`src/hdl/pcc_pkg.sv`:
```
// package for the loop clock configuration block: offsets, fields, reset values
package pcc_pkg;

  // register indices (byte address is four times the index)
  localparam logic [7:0] IDX_LOOP_CTRL = 8'h08;
  localparam logic [7:0] IDX_BW_CTRL   = 8'h09;
  localparam logic [7:0] IDX_MULT_HIGH = 8'h0a;
  localparam logic [7:0] IDX_MULT_LOW  = 8'h0b;
  localparam logic [7:0] IDX_VCO_RANGE = 8'h0c;
  localparam logic [7:0] IDX_REF_DIV   = 8'h0d;
  localparam logic [9:0] ADDR_LOOP_CTRL = {IDX_LOOP_CTRL, 2'b00};
  localparam logic [9:0] ADDR_BW_CTRL   = {IDX_BW_CTRL, 2'b00};
  localparam logic [9:0] ADDR_MULT_HIGH = {IDX_MULT_HIGH, 2'b00};
  localparam logic [9:0] ADDR_MULT_LOW  = {IDX_MULT_LOW, 2'b00};
  localparam logic [9:0] ADDR_VCO_RANGE = {IDX_VCO_RANGE, 2'b00};
  localparam logic [9:0] ADDR_REF_DIV   = {IDX_REF_DIV, 2'b00};

  // loop control register bit positions
  localparam int LC_IRQ_EN   = 7;
  localparam int LC_IRQ_FLAG = 6;
  localparam int LC_POWER_ON = 5;
  localparam int LC_BASE_SEL = 4;
  localparam int LC_PRE_HI   = 3;
  localparam int LC_PRE_LO   = 2;
  localparam int LC_VPR_HI   = 1;
  localparam int LC_VPR_LO   = 0;

  // bandwidth control register bit positions
  localparam int BW_AUTO = 7;
  localparam int BW_LOCK = 6;
  localparam int BW_GAIN = 5;

  // reset values
  localparam logic [11:0] RST_FB_MULT   = 12'h040;
  localparam logic [7:0]  RST_VCO_RANGE = 8'h40;
  localparam logic [3:0]  RST_REF_DIV   = 4'h1;
  localparam logic [1:0]  RST_PRE       = 2'h0;
  localparam logic [1:0]  RST_VPR       = 2'h0;

  // effective-value substitutes for zero settings
  localparam logic [11:0] FB_MULT_ZERO  = 12'h000;
  localparam logic [11:0] FB_MULT_ONE   = 12'h001;
  localparam logic [3:0]  REF_DIV_ZERO  = 4'h0;
  localparam logic [3:0]  REF_DIV_ONE   = 4'h1;
  localparam logic [7:0]  VCO_RANGE_OFF = 8'h00;

  // register bus request
  typedef struct packed {
    logic [9:0] addr;
    logic [7:0] wdata;
    logic       wr;
    logic       rd;
  } pcc_bus_req_t;

  // values presented to the analog loop
  typedef struct packed {
    logic        power_on;
    logic        base_sel;
    logic        gain_mode;
    logic        auto_bw;
    logic [11:0] fb_mult;
    logic [7:0]  vco_range;
    logic [3:0]  ref_div;
    logic [1:0]  prescale;
    logic [1:0]  vco_pow2;
  } pcc_loop_cfg_t;

  // control sequence of the block; it only tracks stop entry and exit
  typedef enum logic [0:0] {
    PCC_RUN  = 1'b0,
    PCC_STOP = 1'b1
  } pcc_mode_t;

endpackage : pcc_pkg

```
`src/hdl/pcc_pll_clock_config.sv`:
```
// register and control logic of the loop clock configuration block
////////////////////////////////////////////////////////////////////////////////
// overview
//
// this block is the register side of the clock loop. it owns the control,
// bandwidth, multiplier, range and divider registers, keeps the lock status
// and the lock-change flag, and hands one registered configuration word to
// the analog loop. nothing here is analog: the loop itself only reports
// lock and tracking back on two level inputs.
//
// register map
//   index 0x08  loop control: enable, flag, power, base select, pre, vpr
//   index 0x09  bandwidth: auto, lock (read only), gain mode
//   index 0x0a  multiplier high, low nibble only
//   index 0x0b  multiplier low
//   index 0x0c  vco range
//   index 0x0d  reference divider, low nibble only
// the byte address is four times the index; the two low address bits must be
// zero, so a misaligned access hits nothing and reads back zero.
//
// bus timing
//   a write lands at the edge that sees the strobe; the new value is visible
//   from the next cycle. a read is decoded at the edge that sees its strobe
//   and the data stand for exactly one cycle after it, zero at all other
//   times. the master never waits, so back-to-back strobes are fine.
//
// protection
//   while power is on the programming registers and the prescale and vpr
//   bits ignore writes. power cannot drop while base select is set, and base
//   select cannot rise while power is off, the range is zero or stop is on.
//   the interlock is evaluated against the registered state, so a single
//   write cannot both switch the loop on and select its clock: software
//   needs two writes, which is what keeps a half-started loop off the bus.
//
// lock and flag
//   the lock input is taken as synchronous. it is gated by power, a nonzero
//   range, run mode and automatic bandwidth, then registered. one more flop
//   keeps the previous value; a difference between the two sets the flag.
//   the detector therefore reports a change one cycle after the lock bit
//   itself moves, and a toggle shorter than a cycle is lost by design.
//   switching automatic mode on with the loop already locked also counts as
//   a change, since the gated lock bit rises at that point.
//
// flag clearing
//   any read of the control register clears the flag, whether or not the
//   data are used. in debug halt the clear is suppressed unless the halt
//   clear enable is set; a clear made then stays after the halt ends. a new
//   lock change in the same cycle as a clearing read wins, so no event is
//   ever swallowed by a read that came too early.
//
// gain mode
//   two copies exist: the manual value written by software and the status
//   reported by the loop. reads show the status in automatic mode and the
//   manual value otherwise; the manual value is never overwritten while in
//   automatic mode, so it comes back untouched when manual mode resumes.
//
// low power
//   wait mode is ignored on purpose. stop mode forces base select low on entry,
//   or one cycle later when a control write sets it in the entry cycle, and
//   holds it low; it does not come back by itself on exit, so software must
//   select the loop clock again once lock is seen.
//
// limitations
//   the prescale and vpr values are passed through unchecked; an illegal
//   vpr code is the software's problem. zero multiplier and divider values
//   are shown to the loop as one but read back as written.
////////////////////////////////////////////////////////////////////////////////
//
// Added by the designer: the plain strobed port.
module pcc_pll_clock_config (
  // clock and reset
  input  wire logic                  clk,
  input  wire logic                  rst_b,
  // register port
  input  wire logic [9:0]            addr,
  input  wire logic [7:0]            wdata,
  input  wire logic                  wr_stb,
  input  wire logic                  rd_stb,
  output logic      [7:0]            rdata,
  // analog loop status and system modes
  input  wire logic                  loop_locked,
  input  wire logic                  loop_tracking,
  input  wire logic                  wait_mode,
  input  wire logic                  stop_mode,
  input  wire logic                  debug_halt,
  input  wire logic                  halt_flag_clear_en,
  // configuration to the analog loop and interrupt request
  output pcc_pkg::pcc_loop_cfg_t     loop_cfg,
  output logic                       loop_irq
);

  //////////////////////////////////////////////////////////////////////////////
  // state

  typedef struct packed {
    logic                   irq_en;
    logic                   irq_flag;
    logic                   power_on;
    logic                   base_sel;
    logic [1:0]             prescale;
    logic [1:0]             vco_pow2;
    logic                   auto_bw;
    logic                   lock;
    logic                   lock_prev;
    logic                   gain_manual;
    logic                   gain_auto;
    logic [11:0]            fb_mult;
    logic [7:0]             vco_range;
    logic [3:0]             ref_div;
    pcc_pkg::pcc_mode_t     mode;
    logic                   stop_pwr_save;
    logic [7:0]             rdata;
    pcc_pkg::pcc_loop_cfg_t cfg;
    logic                   irq;
  } pcc_state_t;

  // one register for the whole block; the comb process below fills nxt_st
  // from st_ff and the inputs, so every output is a flop by construction
  pcc_state_t st_ff;
  pcc_state_t nxt_st;

  pcc_pkg::pcc_bus_req_t req;
  assign req = '{addr: addr, wdata: wdata, wr: wr_stb, rd: rd_stb};

  //////////////////////////////////////////////////////////////////////////////
  // next-state logic

  always_comb begin
    logic       wr_ctrl;
    logic       wr_bw;
    logic       wr_mh;
    logic       wr_ml;
    logic       wr_vr;
    logic       wr_rd;
    logic       rd_ctrl;
    logic       lock_chg;
    logic       clr_ok;
    logic       gain_rd;
    logic       loop_run;
    logic [7:0] rd_val;
    wr_ctrl  = req.wr && (req.addr == pcc_pkg::ADDR_LOOP_CTRL);
    wr_bw    = req.wr && (req.addr == pcc_pkg::ADDR_BW_CTRL);
    wr_mh    = req.wr && (req.addr == pcc_pkg::ADDR_MULT_HIGH);
    wr_ml    = req.wr && (req.addr == pcc_pkg::ADDR_MULT_LOW);
    wr_vr    = req.wr && (req.addr == pcc_pkg::ADDR_VCO_RANGE);
    wr_rd    = req.wr && (req.addr == pcc_pkg::ADDR_REF_DIV);
    rd_ctrl  = req.rd && (req.addr == pcc_pkg::ADDR_LOOP_CTRL);
    lock_chg = 1'b0;
    clr_ok   = 1'b0;
    gain_rd  = 1'b0;
    loop_run = 1'b0;
    rd_val   = 8'h00;
    nxt_st   = st_ff;

    // wait mode is deliberately not looked at: the block carries on as is
    // software that wants the power back must clear base select and power
    // itself before waiting; the hardware keeps the loop clock available

    // stop entry: the loop is disabled and a vco-driven base clock falls back
    // to the crystal; the select is not restored on exit
    case (st_ff.mode)
      pcc_pkg::PCC_RUN: begin
        if (stop_mode) begin
          nxt_st.mode     = pcc_pkg::PCC_STOP;
          nxt_st.base_sel = 1'b0;
        end
      end
      pcc_pkg::PCC_STOP: begin
        nxt_st.base_sel = 1'b0;
        if (!stop_mode) begin
          nxt_st.mode = pcc_pkg::PCC_RUN;
        end
      end
      default: begin
        nxt_st.mode = pcc_pkg::PCC_RUN;
      end
    endcase

    // control register: power-on may not drop while base select is set, and
    // base select may not rise with power off or a zero range
    if (wr_ctrl) begin
      if (st_ff.auto_bw) begin
        nxt_st.irq_en = req.wdata[pcc_pkg::LC_IRQ_EN];
      end
      nxt_st.power_on = req.wdata[pcc_pkg::LC_POWER_ON] || st_ff.base_sel;
      if (req.wdata[pcc_pkg::LC_BASE_SEL] && st_ff.power_on &&
          (st_ff.vco_range != pcc_pkg::VCO_RANGE_OFF) &&
          (st_ff.mode == pcc_pkg::PCC_RUN)) begin
        nxt_st.base_sel = 1'b1;
      end else if (!req.wdata[pcc_pkg::LC_BASE_SEL]) begin
        nxt_st.base_sel = 1'b0;
      end
      if (!st_ff.power_on) begin
        nxt_st.prescale = req.wdata[pcc_pkg::LC_PRE_HI:pcc_pkg::LC_PRE_LO];
        nxt_st.vco_pow2 = req.wdata[pcc_pkg::LC_VPR_HI:pcc_pkg::LC_VPR_LO];
      end
    end
    if (!st_ff.auto_bw) begin
      nxt_st.irq_en = 1'b0;
    end

    // bandwidth register; the lock position write is ignored (test only)
    // the manual gain copy only moves while manual mode is in force, judged
    // on the old auto bit, so one write leaving manual mode still lands
    if (wr_bw) begin
      nxt_st.auto_bw = req.wdata[pcc_pkg::BW_AUTO];
      if (!st_ff.auto_bw) begin
        nxt_st.gain_manual = req.wdata[pcc_pkg::BW_GAIN];
      end
    end

    // programming registers are locked while the loop runs
    // changing the divider under a running loop would throw it out of lock,
    // so the writes are dropped silently instead of being queued
    if (!st_ff.power_on) begin
      if (wr_mh) begin
        nxt_st.fb_mult[11:8] = req.wdata[3:0];
      end
      if (wr_ml) begin
        nxt_st.fb_mult[7:0] = req.wdata;
      end
      if (wr_vr) begin
        nxt_st.vco_range = req.wdata;
      end
      if (wr_rd) begin
        nxt_st.ref_div = req.wdata[3:0];
      end
    end

    // a zero range clears base select and holds the loop off
    if (nxt_st.vco_range == pcc_pkg::VCO_RANGE_OFF) begin
      nxt_st.base_sel = 1'b0;
    end

    // lock tracks the loop only when powered and in automatic mode
    loop_run = st_ff.power_on && (st_ff.vco_range != pcc_pkg::VCO_RANGE_OFF) &&
               (st_ff.mode == pcc_pkg::PCC_RUN);
    nxt_st.lock      = loop_run && st_ff.auto_bw && loop_locked;
    nxt_st.lock_prev = st_ff.lock;
    nxt_st.gain_auto = loop_run && loop_tracking;
    lock_chg = st_ff.auto_bw && (st_ff.lock != st_ff.lock_prev);

    // flag: a read clears it unless break protects it; a change wins
    // the manual-mode override comes last so nothing can leave it set there
    clr_ok = rd_ctrl && (!debug_halt || halt_flag_clear_en);
    if (lock_chg) begin
      nxt_st.irq_flag = 1'b1;
    end else if (clr_ok) begin
      nxt_st.irq_flag = 1'b0;
    end
    if (!st_ff.auto_bw) begin
      nxt_st.irq_flag = 1'b0;
    end

    // read data, registered for the following cycle
    // enable, flag and lock are masked with the auto bit on the read path as
    // well, so a value left over from automatic mode is never shown
    gain_rd = st_ff.auto_bw ? st_ff.gain_auto : st_ff.gain_manual;
    if (req.rd) begin
      case (req.addr)
        pcc_pkg::ADDR_LOOP_CTRL: begin
          rd_val = {st_ff.irq_en && st_ff.auto_bw, st_ff.irq_flag && st_ff.auto_bw,
                    st_ff.power_on, st_ff.base_sel, st_ff.prescale, st_ff.vco_pow2};
        end
        pcc_pkg::ADDR_BW_CTRL: begin
          rd_val = {st_ff.auto_bw, st_ff.lock && st_ff.auto_bw, gain_rd, 5'h00};
        end
        pcc_pkg::ADDR_MULT_HIGH: begin
          rd_val = {4'h0, st_ff.fb_mult[11:8]};
        end
        pcc_pkg::ADDR_MULT_LOW: begin
          rd_val = st_ff.fb_mult[7:0];
        end
        pcc_pkg::ADDR_VCO_RANGE: begin
          rd_val = st_ff.vco_range;
        end
        pcc_pkg::ADDR_REF_DIV: begin
          rd_val = {4'h0, st_ff.ref_div};
        end
        default: begin
          rd_val = 8'h00;
        end
      endcase
    end
    nxt_st.rdata = rd_val;

    // configuration driven to the analog loop, zero settings act as one
    // built from nxt_st so the loop sees a register change at the write edge itself,
    // in step with the register that is read back
    nxt_st.cfg.power_on  = nxt_st.power_on && (nxt_st.vco_range != pcc_pkg::VCO_RANGE_OFF)
                           && (nxt_st.mode == pcc_pkg::PCC_RUN);
    nxt_st.cfg.base_sel  = nxt_st.base_sel;
    nxt_st.cfg.gain_mode = nxt_st.gain_manual;
    nxt_st.cfg.auto_bw   = nxt_st.auto_bw;
    nxt_st.cfg.fb_mult   = (nxt_st.fb_mult == pcc_pkg::FB_MULT_ZERO) ?
                           pcc_pkg::FB_MULT_ONE : nxt_st.fb_mult;
    nxt_st.cfg.vco_range = nxt_st.vco_range;
    nxt_st.cfg.ref_div   = (nxt_st.ref_div == pcc_pkg::REF_DIV_ZERO) ?
                           pcc_pkg::REF_DIV_ONE : nxt_st.ref_div;
    nxt_st.cfg.prescale  = nxt_st.prescale;
    nxt_st.cfg.vco_pow2  = nxt_st.vco_pow2;
    nxt_st.irq = nxt_st.irq_flag && nxt_st.irq_en && nxt_st.auto_bw;
    nxt_st.stop_pwr_save = wait_mode && 1'b0;
  end

  //////////////////////////////////////////////////////////////////////////////
  // state register

  // synchronous reset: power comes up on so the loop can settle early,
  // everything else starts from the documented defaults
  always_ff @(posedge clk) begin
    if (!rst_b) begin
      st_ff               <= '0;
      st_ff.power_on      <= 1'b1;
      st_ff.prescale      <= pcc_pkg::RST_PRE;
      st_ff.vco_pow2      <= pcc_pkg::RST_VPR;
      st_ff.auto_bw       <= 1'b0;
      st_ff.gain_manual   <= 1'b0;
      st_ff.fb_mult       <= pcc_pkg::RST_FB_MULT;
      st_ff.vco_range     <= pcc_pkg::RST_VCO_RANGE;
      st_ff.ref_div       <= pcc_pkg::RST_REF_DIV;
      st_ff.mode          <= pcc_pkg::PCC_RUN;
      st_ff.cfg.power_on  <= 1'b1;
      st_ff.cfg.fb_mult   <= pcc_pkg::RST_FB_MULT;
      st_ff.cfg.vco_range <= pcc_pkg::RST_VCO_RANGE;
      st_ff.cfg.ref_div   <= pcc_pkg::RST_REF_DIV;
    end else begin
      st_ff <= nxt_st;
    end
  end

  // outputs straight from flip-flops
  assign rdata    = st_ff.rdata;
  assign loop_cfg = st_ff.cfg;
  assign loop_irq = st_ff.irq;

endmodule : pcc_pll_clock_config

```
`config.mk`:
```
export PLATFORM = sky130hd
export DESIGN_NAME = pcc_pll_clock_config
export DESIGN_NICKNAME = d
export VERILOG_FILES = /design/src/hdl/pcc_pkg.sv /design/src/hdl/pcc_pll_clock_config.sv
export SDC_FILE = /design/constraint.sdc
export NUM_CORES = 1
export LEC_CHECK = 0
export BUFFER_PORTS_ARGS = -buffer_cell sky130_fd_sc_hd__buf_2
export CAP_MARGIN = 5
export CORE_AREA = 2 2 102 104
export CTS_CLUSTER_DIAMETER = 50
export DETAILED_ROUTE_END_ITERATION = 10
export DIE_AREA = 0 0 104 106
export HOLD_SLACK_MARGIN = 0.05
export SETUP_SLACK_MARGIN = 0.15
export SKIP_CTS_REPAIR_TIMING = 1
export SYNTH_ARGS = -nofsm -noshare
export SYNTH_HDL_FRONTEND = slang
export SYNTH_SLANG_ARGS = --single-unit
export TNS_END_PERCENT = 1
```
`constraint.sdc`:
```
create_clock -name clk -period 2.3 [get_ports clk]
set_input_delay 0.23 -clock clk [delete_from_list [all_inputs] [get_ports clk]]
set_output_delay 0.23 -clock clk [all_outputs]
set_load 0.01 [all_outputs]
```
Word-level counts from Yosys, hierarchy flattened --
Index checks and enable logic that the tools add are counted.
Word-level totals: register bits 64, latch bits 0, bits in writable memories 0, ROM bits 0, input bits 28, output and inout port bits 41, word-level logic and storage cells 94, memories 0
Cells by class: $add $sub $neg 0, multipliers 0, div/mod/pow operators 0, $lt $le $gt $ge 0, equality and inequality tests 7, shift-type cells 0, muxes and demuxes 23, bitwise logic cells 5, reduce and logical (&&, ||, !) cells 38
Operator list (count):
- equality test 10 x 6 -> 1 bit, second input constant | 6
- case mux 8 bit (6 select lines) | 1
- logical AND 1 bit | 24
- two-way mux 24 bit | 1
- two-way mux 8 bit | 2
- nonzero test 8 bit | 2
- two-way mux 1 bit | 13
- zero test 12 bit | 1
- two-way mux 4 bit | 3
- zero test 8 bit | 1
- two-way mux 7 bit | 1
- two-way mux 6 bit | 1
- AND reduction 2 bit | 3
- OR reduction 2 bit | 3
- NOT 1 bit | 5
- zero test 4 bit | 1
- logical OR 1 bit | 2
- case mux 1 bit (2 select lines) | 1
- zero test 1 bit | 1
- inequality test 1 bit | 1

Logic depth before layout (Yosys ltp) --
Gate-level depths: netlist of run 1.
depth after elaboration 8, depth in mapped cells 6, gate-level depth less buffers 4

Least setup slack after synthesis of run 1 --
OpenSTA, ideal clock, no wires.
path type input to register, from input port addr[1], to register st_ff (netlist bit loop_cfg[30]), library setup time 0.092 ns, arrival 2.112 ns, required time 2.208 ns, setup slack 0.096 ns, cell stages on the path 6, path buffers 2, path through or4_4 -> buf_6 -> or4b_2 -> buf_2 -> mux2i_1 -> nor4_1
Between the ends: longest elaborated chain between the ends 6, elaborated cells on any way between the ends 9, classes of those cells eq/ne: 2; mux: 3; reduce/logical: 4
RTL lines:
- from (decl) | line pcc_pll_clock_config.sv:75 | input wire logic [9:0] addr,
- equality test 10 x 6 -> 1 bit | line pcc_pll_clock_config.sv:145 | wr_vr = req.wr && (req.addr == pcc_pkg::ADDR_VCO_RANGE);
- logical AND 1 bit | line pcc_pll_clock_config.sv:145
- two-way mux 8 bit | line pcc_pll_clock_config.sv:222 | if (wr_vr) begin
- two-way mux 24 bit | line pcc_pll_clock_config.sv:215 | if (!st_ff.power_on) begin
- zero test 8 bit | line pcc_pll_clock_config.sv:231 | if (nxt_st.vco_range == pcc_pkg::VCO_RANGE_OFF) begin
- OR reduction 2 bit (no line)
- to (signal assigned) | line pcc_pll_clock_config.sv:328 | st_ff <= nxt_st;
- to (decl) | line pcc_pll_clock_config.sv:119 | pcc_state_t st_ff;
Several ways; a longest one is shown, not always the timed one. The select of a mux whose other input is x is not followed. A chain may end at the register's enable or synchronous reset.

Worst setup path in the final report of run 1 --
from input port addr[1], to register st_ff (netlist bit loop_irq)
Between the ends: longest elaborated chain between the ends 8, elaborated cells on any way between the ends 14, classes of those cells eq/ne: 2; mux: 6; reduce/logical: 6
RTL lines:
- equality test 10 x 6 -> 1 bit | line pcc_pll_clock_config.sv:141, pcc_pll_clock_config.sv:147
- logical AND 1 bit | line pcc_pll_clock_config.sv:147 | rd_ctrl = req.rd && (req.addr == pcc_pkg::ADDR_LOOP_CTRL);
- logical AND 1 bit | line pcc_pll_clock_config.sv:245 | clr_ok = rd_ctrl && (!debug_halt || halt_flag_clear_en);
- two-way mux 1 bit | line pcc_pll_clock_config.sv:248 | end else if (clr_ok) begin
- two-way mux 1 bit | line pcc_pll_clock_config.sv:246 | if (lock_chg) begin
- two-way mux 1 bit | line pcc_pll_clock_config.sv:251 | if (!st_ff.auto_bw) begin
- logical AND 1 bit | line pcc_pll_clock_config.sv:302 | nxt_st.irq = nxt_st.irq_flag && nxt_st.irq_en && nxt_st.auto_bw;
- logical AND 1 bit (*) | line pcc_pll_clock_config.sv:302
Mark *: on every way between the ends. The rest lies on a longest branch, timed or not.

==> results.py, run 1 <==
metrics = {
    "status": {
        "status": "completed",
    },
    "min_path": {
        "min_to": "loop_cfg[31]$_SDFF_PN1_",
        "min_from": "stop_mode",
        "hold_path_class": "input port to register",
        "holdPathStages": 2,
    },
    "layout": {
        "stdcell_count": 490,
        "antenna-diode-count": 0,
        "fillers": 1078,
        "drive_above_1_share_pct": 32.5,
        "multi_input_area_um2": 1260,
        "regArea_um2": 1280,
        "area_growth_pct": 14.2,
        "fin_nets": 379,
    },
    "synth": {
        "ys_top_cells_by_area": "dfxtp_1 (44%), mux2i_1 (11%), buf_4 (10%)",
        "yosysWarningCount": 0,
        "synth_top_cell_by_area": "dfxtp_1",
        "seq_area_frac_synth_pct": 43.6,
        "ys_async_sr_fraction_pct": 0,
        "avgSynthCellArea_um2": 9.35,
        "synthDistinctLibCells": 43,
        "syn_inst": 314,
        "synth_top_area_share_pct": 43.6,
        "synth-seq-cells": 64,
        "synth_flop_cell": "dfxtp_1",
        "syn_nets": 342,
        "syn_area_um2": 2940,
        "synth_edf_count": 0,
    },
    "route": {
        "wl_per_cell_um": 15.1,
        "ant_nets": 0,
        "drcViolationCount": 0,
        "wirelength_mm": 7.39,
        "dr.pass1.iters": 6,
        "drt-initial-drc-count": 147,
        "vias_per_cell": 4.76,
        "vias": 2333,
    },
    "power_and_ir_drop": {
        "peakVddDrop_mv": 0.222,
        "p_leak_nw": 1.44,
        "p_per_area_nw_per_um2": 622,
    },
    "global_routing": {
        "grtUsageTotal_pct": 13.6,
        "grt_max_degree": 39,
        "grt_pass1_wl_mm": 11.6,
        "grt_pass1_vias": 2263,
        "overflow": 0,
        "antenna_found_initial": 0,
    },
    "floorplan": {
        "initial_core_util_pct": 29.4,
        "fp.dieH_um": 106,
        "ioPinCount": 69,
        "dieArea_um2": 11000,
        "core_area_um2": 10000,
        "num_rows": 37,
        "die_x_um": 104,
    },
    "timing": {
        "finClkSkew_ns": 0.00506,
        "setup_viol": 0,
        "fmax_mhz": 526,
        "layout_worst_path_cycle_share_pct": 82.6,
        "relSlewSlack_pct": 63.0,
        "worst_slew_pin_slew_ns": 0.549,
        "hold-worst-slack_ns": 0.113,
        "hold_viol_final": 0,
        "post-route-min-period_ns": 1.90,
        "slew_violations": 0,
        "rsz0062_at_grt": "no",
        "tns_ns": 0,
    },
    "worst_setup_path": {
        "r2r_end": "loop_cfg[10]$_SDFF_PN0_",
        "timing.rr.start": "st_ff[77]$_SDFF_PN1_",
        "crit_chain": "buf_2, or4_4, buf_4, or4_2, o31a_1, o221a_2",
        "crit_fanout": 6,
        "crit_arrival_ns": 2.13,
        "critPathLaunch": "addr[1]",
        "start_kind": "input port",
        "cp-end-kind": "register",
        "rrSetupSlack_ns": 0.53,
        "slowest_stage": "or4_2",
        "r2r.worst_path.cells": 5,
        "cpPeakStageDelay_ns": 0.61,
        "crit_required_ns": 2.53,
        "crit_type": "input port to register",
    },
    "place": {
        "placed_cells": 476,
        "place.port_buffers": 67,
        "post-dp-hpwl_mm": 5.52,
        "routabilityCongestion": 0.892,
    },
    "clocking": {
        "cts_buffers": 9,
        "cts_root_buf": "clkbuf_8",
        "cts.sinks": 64,
        "clkTransAtPathRegs_ns": 0.06,
        "cts_tree": "yes",
        "clock_latency_ns": 0.34,
        "clk_path_buf_depth": 2,
        "htree_num_levels": 3,
    },
    "run": {
        "drv_cap": 0,
    },
}
-- flip-flops by register name, summed over array words and instances, names as in the netlist --
register,cells
st_ff,22
loop_cfg,32
nxt_st,1
rdata,8
loop_irq,1
-- cell type report --
cell class / count / share of cell area (%)
flip-flops and latches: 64 / 38.2
multi-input cells: 189 / 37.6
repair buffers: 82 / 13.4
clock buffers: 14 / 5.15
well taps: 136 / 5.08
inverters: 5 / 0.560
-- through the flow --
stage | util (%) | setup WS, ns | power (mW) | instance area (um^2)
2_1_floorplan | - | 0.149 | 1.19 | 2940
3_3_place_gp | 31.8 | 0.0692 | 1.24 | 3180
3_5_place_dp | 31.8 | 0.0524 | 1.24 | 3180
4_1_cts | 33.5 | 0.423 | 2.12 | 3350
5_1_grt | 33.5 | 0.348 | 2.17 | 3350
6_report | 33.5 | 0.400 | 2.08 | 3350
-- placed cells by master, fill, tap and decap left out, types with 3 or more instances in the layout --
master / Yosys / layout
a222oi_1: 4 / 4
nor4_1: 8 / 7
a31oi_1: 3 / 3
mux2_2: 8 / 8
buf_2: 2 / 67
mux2i_1: 31 / 31
buf_4: 41 / 15
clkbuf_8: 0 / 12
nor3b_1: 4 / 4
o21ai_0: 9 / 9
or4_1: 4 / 4
nand2_1: 9 / 9
nand2b_1: 4 / 4
inv_1: 4 / 4
a21oi_1: 11 / 11
nand3_1: 12 / 12
dfxtp_1: 64 / 64
nor2_1: 44 / 44
nor3_1: 7 / 7
nand4_1: 4 / 4
-- cell families (layout without fill, tap and decap cells) --
family / Yosys count / after routing / share of synthesized area [%]
AND/OR/NAND/NOR: 115 / 115 / 20.8
XOR/XNOR: 1 / 1 / 0.298
AO/OA/AOI/OAI: 33 / 33 / 7.42
flip-flops: 64 / 64 / 43.6
buffers and inverters: 61 / 101 / 13.6
multiplexers: 40 / 40 / 14.2
-- where the power goes --
part | internal (mW) | switching [mW]
registers | 1.11 | 0.000990
clock network | 0.469 | 0.402
logic | 0.0362 | 0.0650
total | 1.62 | 0.468
-- Yosys cell counts (2+ instances only) --
library cell / count
nand4_1: 4
or4_1: 4
nand3_1: 12
nor4_1: 8
nand2_1: 9
nor2_1: 44
a222oi_1: 4
buf_4: 41
inv_1: 4
or3_1: 2
nand2b_1: 4
or3b_2: 2
o31ai_1: 2
o21ai_0: 9
dfxtp_1: 64
and2_1: 2
a21oi_1: 11
and3_1: 2
mux2i_1: 31
buf_6: 2
and4_1: 2
clkbuf_1: 11
buf_2: 2
nor3b_1: 4
mux2_2: 8
nor3_1: 7
a31oi_1: 3
-- worst max-delay path by stage --
| stage | endpoint | slack, ns | depth (start not counted) |
|---|---|---|---|
| after floorplan | loop_cfg[16]$_SDFF_PN0_ | 0.15 | 6 |
| after global placement | loop_irq$_SDFF_PN0_ | 0.07 | 6 |
| after detailed placement | loop_irq$_SDFF_PN0_ | 0.05 | 6 |
| after CTS | loop_irq$_SDFF_PN0_ | 0.42 | 6 |
| after global routing | loop_cfg[30]$_SDFF_PP0_ | 0.35 | 5 |
| final | loop_irq$_SDFF_PN0_ | 0.40 | 6 |
-- critical path: cells and delay by family --
family          cells  cell delay (ns)
buf+inv             2             0.28
compound gates      2             0.43
simple gates        2             1.19
-- layer usage --
metal / vias to the layer above / global-route usage, % / part of all wire (%) / routed length (um)
met3: 12 / 4.60 / 6.1 / 453
met2: 84 / 21.1 / 46 / 3430
met1: 1091 / 17.0 / 46 / 3370
li1: 1146 / - / - / -
met4: 0 / 6.27 / 1.9 / 138
met5: - / 0 / 0 / 0
Power figures use the tool's default switching activity.
==> inputs of run 2 (changes only) <==
- clock period: 2.3 -> 1.53 ns (I/O delays scaled with it)
==> run 2 against run 1 <==
Compared with the run above: the flow now finishes with violations (setup timing); utilization rose by 3.9 points; sequential power rose by 50%; clock power rose by 88%; worst setup slack got worse by 0.55 ns; flip-flop and latch count stayed put; design area up 12%; via count up 6.0%; worst hold slack lost 0.042 ns; global-route usage grew 1.3 points; count of clock-buffer cells in the layout decreased by 4; critical endpoint is now loop_cfg[16]$_SDFF_PN0_.
==> results.py, run 2 (synthesis gave the netlist of run 1 again) <==
metrics = {
    "worst_setup_path": {
        "crit_fanout": 8,
        "crit_required_ns": 1.79,
        "start_kind": "input port",
        "cp-end-kind": "register",
        "r2r.worst_path.cells": 6,
        "crit_arrival_ns": 1.95,
        "cpPeakStageDelay_ns": 0.60,
        "crit_type": "input port to register",
        "slowest_stage": "or4_4",
        "crit_chain": "buf_6, or4_4, or4b_4, mux2_4, o32ai_2",
    },
    "route": {
        "vias": 2472,
        "dr.pass1.iters": 5,
        "wirelength_mm": 8.00,
        "ant_nets": 0,
        "drcViolationCount": 0,
        "vias_per_cell": 4.74,
        "drt-initial-drc-count": 139,
        "wl_per_cell_um": 15.4,
    },
    "power_and_ir_drop": {
        "p_clk_share_pct": 46.7,
        "p_leak_nw": 1.63,
        "p_sw_share_pct": 22.9,
        "power_frac_comb_pct": 5.7,
        "p_per_area_nw_per_um2": 940,
        "p_sw_uw": 806,
        "p_seq_share_pct": 47.6,
        "p_total_mw": 3.51,
        "intPower_mw": 2.71,
        "peakVddDrop_mv": 0.373,
    },
    "timing": {
        "layout_worst_path_cycle_share_pct": 110,
        "tns_ns": -1.89,
        "setup_viol": 32,
        "fmax_mhz": 594,
        "hold_viol_final": 0,
        "slew_violations": 0,
        "finClkSkew_ns": 0.00824,
        "rsz0062_at_grt": "yes",
        "post-route-min-period_ns": 1.68,
        "worst_slew_pin_slew_ns": 0.337,
        "relSlewSlack_pct": 77.4,
        "layout_setup_ws_ns": -0.154,
    },
    "layout": {
        "antenna-diode-count": 0,
        "final_cell_mix": "buf_2 (66), dfxtp_1 (63), nor2_1 (44)",
        "layout_commonest_cell": "buf_2",
        "post-route-util_pct": 37.4,
        "fin_nets": 409,
        "area_growth_pct": 27.3,
        "stdcell_count": 521,
        "regArea_um2": 1280,
        "multi_input_area_um2": 1350,
        "fillers": 1046,
        "drive_above_1_share_pct": 41.0,
        "largest_reg_flops": 32,
    },
    "floorplan": {
        "die_x_um": 104,
        "fp.dieH_um": 106,
        "core_area_um2": 10000,
        "num_rows": 37,
        "ioPinCount": 69,
        "initial_core_util_pct": 29.4,
        "dieArea_um2": 11000,
    },
    "global_routing": {
        "grt_pass1_vias": 2524,
        "grt_pass1_wl_mm": 12.7,
        "grtUsageTotal_pct": 14.9,
        "grt_max_degree": 32,
        "antenna_found_initial": 0,
        "overflow": 0,
    },
    "clocking": {
        "htree_num_levels": 3,
        "cts_root_buf": "clkbuf_8",
        "cts_tree": "yes",
        "clk_path_buf_depth": 2,
        "cts.sinks": 64,
        "clock_latency_ns": 0.35,
        "cts_buffers": 9,
        "clkTransAtPathRegs_ns": 0.07,
    },
    "min_path": {
        "holdPathStages": 2,
        "hold_path_class": "input port to register",
    },
    "place": {
        "placed_cells": 500,
        "routabilityCongestion": 0.868,
        "place.port_buffers": 67,
        "post-dp-hpwl_mm": 5.82,
    },
    "status": {
        "status": "complete, but fails checks",
        "violations": "setup timing",
    },
    "run": {
        "drv_cap": 0,
    },
}
[run 2: stage by stage]
step                setup WS (ns)  hold slack [ns]  cell area [um^2]
detailed placement         -0.519            0.386              3360
floorplan                  -0.479            0.259              2950
finish                     -0.154           0.0710              3740
global placement           -0.522            0.381              3360
CTS                        -0.208           0.0141              3580
global route               -0.242           0.0818              3740
[run 2: per-layer routing]
layer	global-route usage (%)	vias to the layer above	wire length, um
met4	7.82	0	207
met2	23.7	87	3740
met5	0	-	0
met3	3.56	18	463
met1	18.7	1169	3590
li1	-	1198	-
[run 2: path summary, 6_finish.rpt]
path	startpoint	to	slack, ns
min reg2reg	loop_cfg[29]$_SDFFE_PN0P_	loop_cfg[29]$_SDFFE_PN0P_	0.50
max	addr[1]	loop_cfg[16]$_SDFF_PN0_	-0.15
max reg2reg	st_ff[77]$_SDFF_PN1_	loop_cfg[16]$_SDFF_PN0_	-0.12
min	loop_locked	nxt_st[69]$_SDFF_PN0_	0.07
[run 2: area by class of cell]
| cell class | instances | share of cell area [%] |
|---|---|---|
| clock buffers | 10 | 3.68 |
| repair buffers | 112 | 18.6 |
| clock inverters | 5 | 2.18 |
| inverters | 5 | 0.502 |
| flip-flops and latches | 64 | 34.3 |
| well taps | 136 | 4.55 |
| multi-input cells | 189 | 36.1 |
[run 2: worst max-delay path: cells and delay by family]
family / cells / cell delay [ns]
compound gates: 1 / 0.21
mux: 1 / 0.32
buf+inv: 1 / 0.09
simple gates: 2 / 1.17
[run 2: power groups by stage]
| stage | Sequential [mW] | Combinational, mW | Clock, mW |
|---|---|---|---|
| after global placement | 1.71 | 0.182 | 0 |
| after CTS | 1.67 | 0.186 | 1.67 |
| after floorplan | 1.71 | 0.0754 | 0 |
| after global routing | 1.67 | 0.218 | 1.74 |
| after detailed placement | 1.71 | 0.185 | 0 |
| final | 1.67 | 0.202 | 1.64 |
